<file path="src/shared/tm2_defs.vh">
`ifndef TM2_DEFS_VH
`define TM2_DEFS_VH

// register indices, byte address is four times the index
`define TM2_IDX_CTRL      8'hC8
`define TM2_IDX_MODE      8'hC9
`define TM2_IDX_RCL       8'hCA
`define TM2_IDX_RCH       8'hCB
`define TM2_IDX_CNTL      8'hCC
`define TM2_IDX_CNTH      8'hCD
`define TM2_IDX_CAPCFG    8'hD0
`define TM2_IDX_STAT      8'hD1
`define TM2_IDX_MASK      8'hD2
`define TM2_IDX_CAP0      8'hD4
`define TM2_IDX_CAP1      8'hD5
`define TM2_IDX_CAP2      8'hD6

// reset values
`define TM2_RST_BYTE      8'h00
`define TM2_RST_WORD      16'h0000

// control register fields
`define TM2_CTRL_FLAG     7
`define TM2_CTRL_RUN      2
`define TM2_CTRL_CMP      0

// mode register fields
`define TM2_MODE_RLDEN    7
`define TM2_MODE_DIV_HI   6
`define TM2_MODE_DIV_LO   4
`define TM2_MODE_CAPCLR   3
`define TM2_MODE_CMPCLR   2
`define TM2_MODE_TRIG_HI  1
`define TM2_MODE_TRIG_LO  0

// reload trigger codes
`define TM2_TRIG_OVF      2'h0
`define TM2_TRIG_CAP0     2'h1
`define TM2_TRIG_CAP1     2'h2
`define TM2_TRIG_CAP2     2'h3

// capture edge codes
`define TM2_EDGE_FALL     2'h0
`define TM2_EDGE_RISE     2'h1
`define TM2_EDGE_BOTH     2'h2

// capture config: enables in [2:0], edge codes from bit 4, two bits each
`define TM2_CAPCFG_EDGE0  4

// status bits: 0 overflow/match flag, 1..3 capture flags
`define TM2_STAT_FLAG     0
`define TM2_STAT_CAP0     1

// bus responses
`define TM2_RESP_OKAY     2'h0
`define TM2_RESP_DECERR   2'h3

// prescaler counter mask at the widest division
`define TM2_DIV_MASK      9'h1FF
`define TM2_DIV_TOP       3'h7

`endif

</file>
<file path="src/rtl/tm2_capedge.v">
`timescale 1ns/1ps
`include "tm2_defs.vh"

module tm2_capedge (
    input  wire       clk_i,
    input  wire       rstn_i,
    input  wire       pin_i,
    input  wire       en_i,
    input  wire [1:0] edge_i,
    output reg        evt_o
);
    reg pin_r;
    reg hit;

    // edge select, reserved code never fires
    always @* begin
        case (edge_i)
            `TM2_EDGE_FALL: hit = pin_r & ~pin_i;
            `TM2_EDGE_RISE: hit = ~pin_r & pin_i;
            `TM2_EDGE_BOTH: hit = pin_r ^ pin_i;
            default:        hit = 1'b0;
        endcase
    end

    // last pin level and one-cycle event pulse
    always @(posedge clk_i or negedge rstn_i) begin
        if (!rstn_i) begin
            pin_r <= 1'b0;
            evt_o <= 1'b0;
        end else begin
            pin_r <= pin_i;
            evt_o <= en_i & hit;
        end
    end
endmodule

</file>
<file path="src/rtl/tm2_presc.v">
`timescale 1ns/1ps
`include "tm2_defs.vh"

module tm2_presc (
    input  wire       clk_i,
    input  wire       rstn_i,
    input  wire       run_i,
    input  wire [2:0] sel_i,
    output wire       tick_o
);
    reg  [8:0] div_r;
    wire [8:0] mask;

    // division 4 << sel: low bits of the counter all ones ends a period
    assign mask   = `TM2_DIV_MASK >> (`TM2_DIV_TOP - sel_i);
    assign tick_o = run_i & ((div_r & mask) == mask);

    // free divider, held at zero while halted
    always @(posedge clk_i or negedge rstn_i) begin
        if (!rstn_i) begin
            div_r <= 9'h000;
        end else if (!run_i) begin
            div_r <= 9'h000;
        end else if (tick_o) begin
            div_r <= 9'h000;
        end else begin
            div_r <= div_r + 9'h001;
        end
    end
endmodule

</file>
<file path="src/rtl/tm2_top.v">
// Decided for this implementation: register access over AXI4-Lite.
`timescale 1ns/1ps
`include "tm2_defs.vh"

// Functional notes
// - with reload enabled and compare mode off the pair is loaded into the counter on the trigger, else never.
// - counter ticks at the clock divided by 4 << prescale_select.
// - capture_autoclear clears the counter on a capture event, else counting goes on.
// - match_autoclear clears the counter on a compare match, else counting goes on.
// - reload trigger is overflow, or capture channel 0, 1 or 2 event by code.
// - the reload/compare pair is the compare value or the reload value by mode.
// - the counter is two separately readable and writable bytes.
// - compare_mode_select wins; else reload_enable picks auto-reload over capture.
// - reset clears mode, reload/compare and counter registers.
// - the counter advances only while run_control is set; when halted only capture clears, capture reloads and writes change it.
// - overflow or match sets overflow_match_flag, which only software clears.
// - an enabled capture edge copies the counter and sets that channel's flag.
module tm2_top #(
    parameter ADDR_W = 12,
    parameter NCAP   = 3
) (
    input  wire              clk_i,
    input  wire              rstn_i,
    input  wire [ADDR_W-1:0] s_axi_awaddr_i,
    input  wire              s_axi_awvalid_i,
    output wire              s_axi_awready_o,
    input  wire [31:0]       s_axi_wdata_i,
    input  wire [3:0]        s_axi_wstrb_i,
    input  wire              s_axi_wvalid_i,
    output wire              s_axi_wready_o,
    output reg  [1:0]        s_axi_bresp_o,
    output reg               s_axi_bvalid_o,
    input  wire              s_axi_bready_i,
    input  wire [ADDR_W-1:0] s_axi_araddr_i,
    input  wire              s_axi_arvalid_i,
    output wire              s_axi_arready_o,
    output reg  [31:0]       s_axi_rdata_o,
    output reg  [1:0]        s_axi_rresp_o,
    output reg               s_axi_rvalid_o,
    input  wire              s_axi_rready_i,
    input  wire [NCAP-1:0]   cap_pin_i,
    output wire              irq_o
);
    // bus holding registers
    reg  [ADDR_W-1:0] awaddr_r;
    reg               aw_hold_r;
    reg  [31:0]       wdata_r;
    reg  [3:0]        wstrb_r;
    reg               w_hold_r;
    wire              do_wr;
    wire [7:0]        widx;
    wire [7:0]        ridx;
    wire              wlane0;
    reg  [31:0]       rd_mux;
    reg               rd_hit;
    reg               wr_hit;

    // software state
    reg               run_r;
    reg               cmp_mode_r;
    reg  [7:0]        mode_r;
    reg  [7:0]        rcl_r;
    reg  [7:0]        rch_r;
    reg  [15:0]       cnt_r;
    reg  [15:0]       cnt_nxt;
    reg  [NCAP-1:0]   cap_en_r;
    reg  [2*NCAP-1:0] cap_edge_r;
    reg  [NCAP:0]     stat_r;
    reg  [NCAP:0]     stat_nxt;
    reg  [NCAP:0]     mask_r;
    reg  [15:0]       cap_r [0:NCAP-1];

    // timer events
    wire              tick;
    wire [NCAP-1:0]   cap_evt;
    wire [15:0]       rc_val;
    wire              rld_en;
    wire              cap_clr;
    wire              cmp_clr;
    wire [1:0]        trig_sel;
    wire              ovf;
    wire              match;
    reg               trig;
    wire              reload;

    assign widx   = awaddr_r[9:2];
    assign ridx   = s_axi_araddr_i[9:2];
    assign wlane0 = wstrb_r[0];

    // write address and data taken in either order, answered when both held
    assign s_axi_awready_o = ~aw_hold_r & ~s_axi_bvalid_o;
    assign s_axi_wready_o  = ~w_hold_r & ~s_axi_bvalid_o;
    assign do_wr           = aw_hold_r & w_hold_r & ~s_axi_bvalid_o;
    assign s_axi_arready_o = ~s_axi_rvalid_o;

    // mode field decode
    assign rld_en   = mode_r[`TM2_MODE_RLDEN];
    assign cap_clr  = mode_r[`TM2_MODE_CAPCLR];
    assign cmp_clr  = mode_r[`TM2_MODE_CMPCLR];
    assign trig_sel = mode_r[`TM2_MODE_TRIG_HI:`TM2_MODE_TRIG_LO];
    assign rc_val   = {rch_r, rcl_r};

    tm2_presc u_presc (
        .clk_i  (clk_i),
        .rstn_i (rstn_i),
        .run_i  (run_r),
        .sel_i  (mode_r[`TM2_MODE_DIV_HI:`TM2_MODE_DIV_LO]),
        .tick_o (tick)
    );

    // capture edge detectors and result registers, one per channel
    genvar g;
    generate
        for (g = 0; g < NCAP; g = g + 1) begin : g_cap
            tm2_capedge u_edge (
                .clk_i  (clk_i),
                .rstn_i (rstn_i),
                .pin_i  (cap_pin_i[g]),
                .en_i   (cap_en_r[g]),
                .edge_i (cap_edge_r[2*g+1:2*g]),
                .evt_o  (cap_evt[g])
            );
            always @(posedge clk_i or negedge rstn_i) begin
                if (!rstn_i) begin
                    cap_r[g] <= `TM2_RST_WORD;
                end else if (cap_evt[g]) begin
                    cap_r[g] <= cnt_r;
                end
            end
        end
    endgenerate

    // overflow and compare match qualified by the prescaler tick
    assign ovf   = tick & (cnt_r == 16'hFFFF);
    assign match = cmp_mode_r & tick & (cnt_r == rc_val);

    // reload trigger source
    always @* begin
        case (trig_sel)
            `TM2_TRIG_OVF:  trig = ovf;
            `TM2_TRIG_CAP0: trig = cap_evt[0];
            `TM2_TRIG_CAP1: trig = cap_evt[1];
            `TM2_TRIG_CAP2: trig = cap_evt[2];
            default:        trig = 1'b0;
        endcase
    end

    // reload only in auto-reload mode
    assign reload = rld_en & ~cmp_mode_r & trig;

    // counter next value, later lines take priority
    always @* begin
        cnt_nxt = cnt_r;
        if (tick) begin
            cnt_nxt = cnt_r + 16'h0001;
        end
        if (match && cmp_clr) begin
            cnt_nxt = `TM2_RST_WORD;
        end
        if ((|cap_evt) && cap_clr) begin
            cnt_nxt = `TM2_RST_WORD;
        end
        if (reload) begin
            cnt_nxt = rc_val;
        end
        // byte writes win; racing a running count is unsafe, software halts first
        if (do_wr && wlane0 && widx == `TM2_IDX_CNTL) begin
            cnt_nxt[7:0] = wdata_r[7:0];
        end
        if (do_wr && wlane0 && widx == `TM2_IDX_CNTH) begin
            cnt_nxt[15:8] = wdata_r[7:0];
        end
    end

    // sticky status, a new event beats a write-one clear
    always @* begin
        stat_nxt = stat_r;
        if (do_wr && wlane0 && widx == `TM2_IDX_STAT) begin
            stat_nxt = stat_r & ~wdata_r[NCAP:0];
        end
        stat_nxt[`TM2_STAT_FLAG] = stat_nxt[`TM2_STAT_FLAG] | ovf | match;
        stat_nxt[NCAP:`TM2_STAT_CAP0] = stat_nxt[NCAP:`TM2_STAT_CAP0] | cap_evt;
    end

    // level interrupt from unmasked sticky bits
    assign irq_o = |(stat_r & mask_r);

    // timer state registers
    always @(posedge clk_i or negedge rstn_i) begin
        if (!rstn_i) begin
            cnt_r  <= `TM2_RST_WORD;
            stat_r <= {(NCAP+1){1'b0}};
        end else begin
            cnt_r  <= cnt_nxt;
            stat_r <= stat_nxt;
        end
    end

    // software writable configuration
    always @(posedge clk_i or negedge rstn_i) begin
        if (!rstn_i) begin
            run_r      <= 1'b0;
            cmp_mode_r <= 1'b0;
            mode_r     <= `TM2_RST_BYTE;
            rcl_r      <= `TM2_RST_BYTE;
            rch_r      <= `TM2_RST_BYTE;
            cap_en_r   <= {NCAP{1'b0}};
            cap_edge_r <= {(2*NCAP){1'b0}};
            mask_r     <= {(NCAP+1){1'b0}};
        end else if (do_wr && wlane0) begin
            case (widx)
                `TM2_IDX_CTRL: begin
                    run_r      <= wdata_r[`TM2_CTRL_RUN];
                    cmp_mode_r <= wdata_r[`TM2_CTRL_CMP];
                end
                `TM2_IDX_MODE: mode_r <= wdata_r[7:0];
                `TM2_IDX_RCL:  rcl_r  <= wdata_r[7:0];
                `TM2_IDX_RCH:  rch_r  <= wdata_r[7:0];
                `TM2_IDX_CAPCFG: begin
                    cap_en_r <= wdata_r[NCAP-1:0];
                    cap_edge_r <= wdata_r[`TM2_CAPCFG_EDGE0+2*NCAP-1:`TM2_CAPCFG_EDGE0];
                end
                `TM2_IDX_MASK: mask_r <= wdata_r[NCAP:0];
                default: begin
                    mask_r <= mask_r;
                end
            endcase
        end
    end

    // write decode for the response
    always @* begin
        case (widx)
            `TM2_IDX_CTRL, `TM2_IDX_MODE, `TM2_IDX_RCL, `TM2_IDX_RCH,
            `TM2_IDX_CNTL, `TM2_IDX_CNTH, `TM2_IDX_CAPCFG,
            `TM2_IDX_STAT, `TM2_IDX_MASK,
            `TM2_IDX_CAP0, `TM2_IDX_CAP1, `TM2_IDX_CAP2: wr_hit = 1'b1;
            default: wr_hit = 1'b0;
        endcase
    end

    // write channel holding and response
    always @(posedge clk_i or negedge rstn_i) begin
        if (!rstn_i) begin
            awaddr_r       <= {ADDR_W{1'b0}};
            aw_hold_r      <= 1'b0;
            wdata_r        <= 32'h00000000;
            wstrb_r        <= 4'h0;
            w_hold_r       <= 1'b0;
            s_axi_bvalid_o <= 1'b0;
            s_axi_bresp_o  <= `TM2_RESP_OKAY;
        end else begin
            if (s_axi_awvalid_i && s_axi_awready_o) begin
                awaddr_r  <= s_axi_awaddr_i;
                aw_hold_r <= 1'b1;
            end
            if (s_axi_wvalid_i && s_axi_wready_o) begin
                wdata_r  <= s_axi_wdata_i;
                wstrb_r  <= s_axi_wstrb_i;
                w_hold_r <= 1'b1;
            end
            if (do_wr) begin
                aw_hold_r      <= 1'b0;
                w_hold_r       <= 1'b0;
                s_axi_bvalid_o <= 1'b1;
                s_axi_bresp_o  <= wr_hit ? `TM2_RESP_OKAY : `TM2_RESP_DECERR;
            end else if (s_axi_bready_i) begin
                s_axi_bvalid_o <= 1'b0;
            end
        end
    end

    // read data mux, unused bits read as zero
    always @* begin
        rd_mux = 32'h00000000;
        rd_hit = 1'b1;
        case (ridx)
            `TM2_IDX_CTRL: begin
                rd_mux[`TM2_CTRL_FLAG] = stat_r[`TM2_STAT_FLAG];
                rd_mux[`TM2_CTRL_RUN]  = run_r;
                rd_mux[`TM2_CTRL_CMP]  = cmp_mode_r;
            end
            `TM2_IDX_MODE:   rd_mux[7:0]  = mode_r;
            `TM2_IDX_RCL:    rd_mux[7:0]  = rcl_r;
            `TM2_IDX_RCH:    rd_mux[7:0]  = rch_r;
            `TM2_IDX_CNTL:   rd_mux[7:0]  = cnt_r[7:0];
            `TM2_IDX_CNTH:   rd_mux[7:0]  = cnt_r[15:8];
            `TM2_IDX_CAPCFG: begin
                rd_mux[NCAP-1:0] = cap_en_r;
                rd_mux[`TM2_CAPCFG_EDGE0+2*NCAP-1:`TM2_CAPCFG_EDGE0] = cap_edge_r;
            end
            `TM2_IDX_STAT:   rd_mux[NCAP:0] = stat_r;
            `TM2_IDX_MASK:   rd_mux[NCAP:0] = mask_r;
            `TM2_IDX_CAP0:   rd_mux[15:0] = cap_r[0];
            `TM2_IDX_CAP1:   rd_mux[15:0] = cap_r[1];
            `TM2_IDX_CAP2:   rd_mux[15:0] = cap_r[2];
            default:         rd_hit = 1'b0;
        endcase
    end

    // read channel: one cycle from address to data
    always @(posedge clk_i or negedge rstn_i) begin
        if (!rstn_i) begin
            s_axi_rvalid_o <= 1'b0;
            s_axi_rdata_o  <= 32'h00000000;
            s_axi_rresp_o  <= `TM2_RESP_OKAY;
        end else if (s_axi_arvalid_i && s_axi_arready_o) begin
            s_axi_rvalid_o <= 1'b1;
            s_axi_rdata_o  <= rd_mux;
            s_axi_rresp_o  <= rd_hit ? `TM2_RESP_OKAY : `TM2_RESP_DECERR;
        end else if (s_axi_rready_i) begin
            s_axi_rvalid_o <= 1'b0;
        end
    end
endmodule

</file>
<file path="config.mk">
export PLATFORM = sky130hd
export DESIGN_NAME = tm2_top
export DESIGN_NICKNAME = d
export VERILOG_FILES = /design/src/rtl/tm2_capedge.v /design/src/rtl/tm2_presc.v /design/src/rtl/tm2_top.v
export VERILOG_INCLUDE_DIRS = /design/src /design/src/shared
export SDC_FILE = /design/constraint.sdc
export NUM_CORES = 1
export LEC_CHECK = 0
export BUFFER_PORTS_ARGS = -buffer_cell sky130_fd_sc_hd__buf_4
export CAP_MARGIN = 20
export CORE_MARGIN = 5
export CORE_UTILIZATION = 38
export CTS_BUF_LIST = sky130_fd_sc_hd__clkbuf_16
export CTS_CLUSTER_DIAMETER = 120
export DETAILED_ROUTE_END_ITERATION = 7
export HOLD_SLACK_MARGIN = 0.08
export PLACE_DENSITY = 0.7
export SKIP_CTS_REPAIR_TIMING = 1
export SLEW_MARGIN = 25
export SYNTH_ARGS = -nofsm -noshare
export SYNTH_HDL_FRONTEND = slang
export SYNTH_SLANG_ARGS = --single-unit
</file>
<file path="constraint.sdc">
create_clock -name clk_i -period 2.13 [get_ports clk_i]
set_clock_uncertainty 0.1 [all_clocks]
set_input_delay 0.426 -clock clk_i [delete_from_list [all_inputs] [get_ports clk_i]]
set_output_delay 0.426 -clock clk_i [all_outputs]
set_load 0.01 [all_outputs]
</file>
==> impl_metrics.ini <==
[job]
max_cap_viol_count = 0

[power]
leakage_nw = 5.17
ir_drop_v = 0.000649
cellPowerDensity_mw_per_mm2 = 817

[cts]
clkSlewWorstSetupHoldPaths_ns = 0.07
cts_root_buf = clkbuf_16
cts_tree = done
clock_path_buffers = 2
clock_sinks = 163
cts_made_buffers = 17
worstSkewPairLatency_ns = 0.43
h-tree-depth = 4

[critical_path]
crit_type = flop to flop
worst-endpoint-required_ns = 2.35
cp_common_cell = buf_4
cpMaxStageDelayCell = nor4_4
critPathMaxStageDelay_ns = 0.39
startpoint_type = flop
end_kind = flop
worstPathArrival_ns = 2.56
path_max_fanout = 6
path_cells = nand4_1, nor4_4, buf_4, nand4_1, buf_4, nand3b_4, buf_4, nor4_2, a211o_1

[die]
dieHeight_um = 160
placeableCoreArea_mm2 = 0.0224
ioPinCount = 112
fp-row-count = 55
initial_utilization = 0.383
die_w_um = 160
die_area_mm2 = 0.0257

[routing]
drc_errors = 0
detail_route.wirelength_um = 24600
drtPass1Iterations = 5
drtIter0Drc = 658
via_per_inst = 5.64
vias = 6955
wl_per_cell_um = 19.9
drtAntennaViolNets = 0

[timing]
final_max_slew_viol_count = 0
setup_slack_ns = -0.209
tns_ns = -2.31
hold_viol_final = 0
max_freq_mhz = 428
period_share = 1.10
finalSetupViolCount = 16
min_period_ns = 2.34
rsz0062_at_grt = true

[grt]
grt_start_max_net_pins = 51
grt_most_used_layer = met2
grt_first_pass_wirelength_um = 37600
gr-usage-met2 = 0.291
met1_usage = 0.248
grt_pass1_vias = 6865
met3_usage = 0.0372
antenna_found_initial = 0
grt.overflow.total = 0
grt_usage = 0.183

[layout]
area_growth_syn_to_layout_pct = 29.2
drive_gt1_frac = 0.387
finalInstanceArea_mm2 = 0.0111
post-route-util = 0.495
multi_input_area_mm2 = 0.00450
fill_cells = 1986
seqCellArea_mm2 = 0.00408
antenna_cells = 0
num-nets-final = 1015

[place]
dp_hpwl_um = 16900
place_area_mm2 = 0.00991
pre_cts_ws_ns = -0.141
port_buffers = 62
gp_congestion = 0.976

[yosys]
avgSynthCellArea_um2 = 10.8
ys_seq_elements = 163
yosysMostFrequentCell = dfrtp_1
synth_flop_cell = dfrtp_1
synth_commonest_cells = dfrtp_1 (163), mux2_2 (111), nor2_1 (56), nand2_1 (44), a21oi_1 (39)
synth_area_mm2 = 0.00860
yosys-top-cells-area = dfrtp_1 (47%), mux2_2 (15%), mux2i_1 (2.9%)
yosys_warnings = 0
async_reset_ff_frac = 1.00
yosys.cell_types.count = 63
syn_inst = 794
synth.top_cell.area_share = 0.475
seq_area_frac_synth = 0.475
synth_top_cell_by_area = dfrtp_1
synth_edf_count = 0

[run_status]
violations = setup timing
status = complete, but fails checks

[min_path]
hold_path_class = input pin to flop
layout by cell type, fill, tap and decap left out, types with 14 or more instances in the layout:
cell type,Yosys,routed
a21oi_1,39,38
xnor2_1,24,22
a211o_1,16,16
o21ai_0,21,21
nand2_1,44,44
a32oi_1,20,17
buf_4,18,160
dfrtp_1,163,162
mux2i_1,25,25
nand3_1,14,14
mux2_2,111,111
conb_1,1,16
clkbuf_16,0,17
nor2_1,56,55
worst max-delay path: cells and delay by family, from the launching register on:
family	cells	cell delay, ns
AOI/OAI and AO/OA	1	0.23
and+or+nand+nor	5	0.98
buffers and inverters	3	0.56
DFF	1	0.37
final timing paths:
| kind | startpoint | endpoint | slack (ns) | depth (start not counted) |
|---|---|---|---|---|
| max in group asynchronous | rstn_i | awaddr_r[9]$_DFFE_PN0P_ | 0.76 | 3 |
| min in group asynchronous | rstn_i | s_axi_bvalid_o$_DFFE_PN0P_ | 0.39 | 2 |
| worst min register to register | s_axi_rdata_o[8]$_DFFE_PN0P_ | s_axi_rdata_o[8]$_DFFE_PN0P_ | 0.39 | 2 |
| worst min-delay path | s_axi_bready_i | s_axi_bvalid_o$_DFFE_PN0P_ | 0.07 | 2 |
| worst max register to register | cnt_r[5]$_DFFE_PN0P_ | cnt_r[11]$_DFFE_PN0P_ | -0.21 | 9 |
| worst max-delay path | cnt_r[5]$_DFFE_PN0P_ | cnt_r[11]$_DFFE_PN0P_ | -0.21 | 9 |
logic make-up after synthesis:
group / count (synthesis) / share of synthesized area
buffers and inverters: 89 / 0.0496
adders and majority gates: 9 / 0.0128
xor gates and xnor gates: 37 / 0.0377
AOI/OAI and AO/OA: 146 / 0.118
other: 1 / 0.000436
and+or+nand+nor: 212 / 0.130
DFF: 163 / 0.475
muxes: 137 / 0.177
layout make-up:
type | instances | share of cell area
multi-input combinational | 559 | 0.405
sequential | 163 | 0.367
timing repair buffer | 182 | 0.135
clock buffer | 17 | 0.0383
tap | 285 | 0.0321
clock inverter | 14 | 0.0180
inverter | 14 | 0.00473
per-layer routing:
| metal | vias to the layer above | routed length, um |
|---|---|---|
| li1 | 3146 | - |
| met1 | 3452 | 10400 |
| met2 | 298 | 11600 |
| met3 | 59 | 1830 |
| met4 | 0 | 738 |
| met5 | - | 0 |
through the flow:
stage	hold WS, ns	power [mW]	instances
2_1_floorplan	0.0304	4.89	809
3_3_place_gp	0.291	5.66	1180
3_5_place_dp	0.291	5.71	1180
4_1_cts	-0.168	9.02	1211
5_1_grt	0.0861	9.48	1234
6_report	0.0739	9.07	1234
registers in the layout (all words and copies together), names as in the netlist, 8 cells and up:
| signal | count |
|---|---|
| cap_r | 48 |
| cnt_r | 16 |
| s_axi_rdata_o | 16 |
| wdata_r | 10 |
| u_presc.div_r | 9 |
| awaddr_r | 8 |
| mode_r | 8 |
| rch_r | 8 |
| rcl_r | 8 |
where the power goes:
group          internal, mW  leakage (nW)  switching, mW
logic                 0.883          2.66          0.860
registers              3.47          2.21          0.561
clock network          1.98         0.305           1.32
No activity file was read; power rests on OpenSTA's default activity.
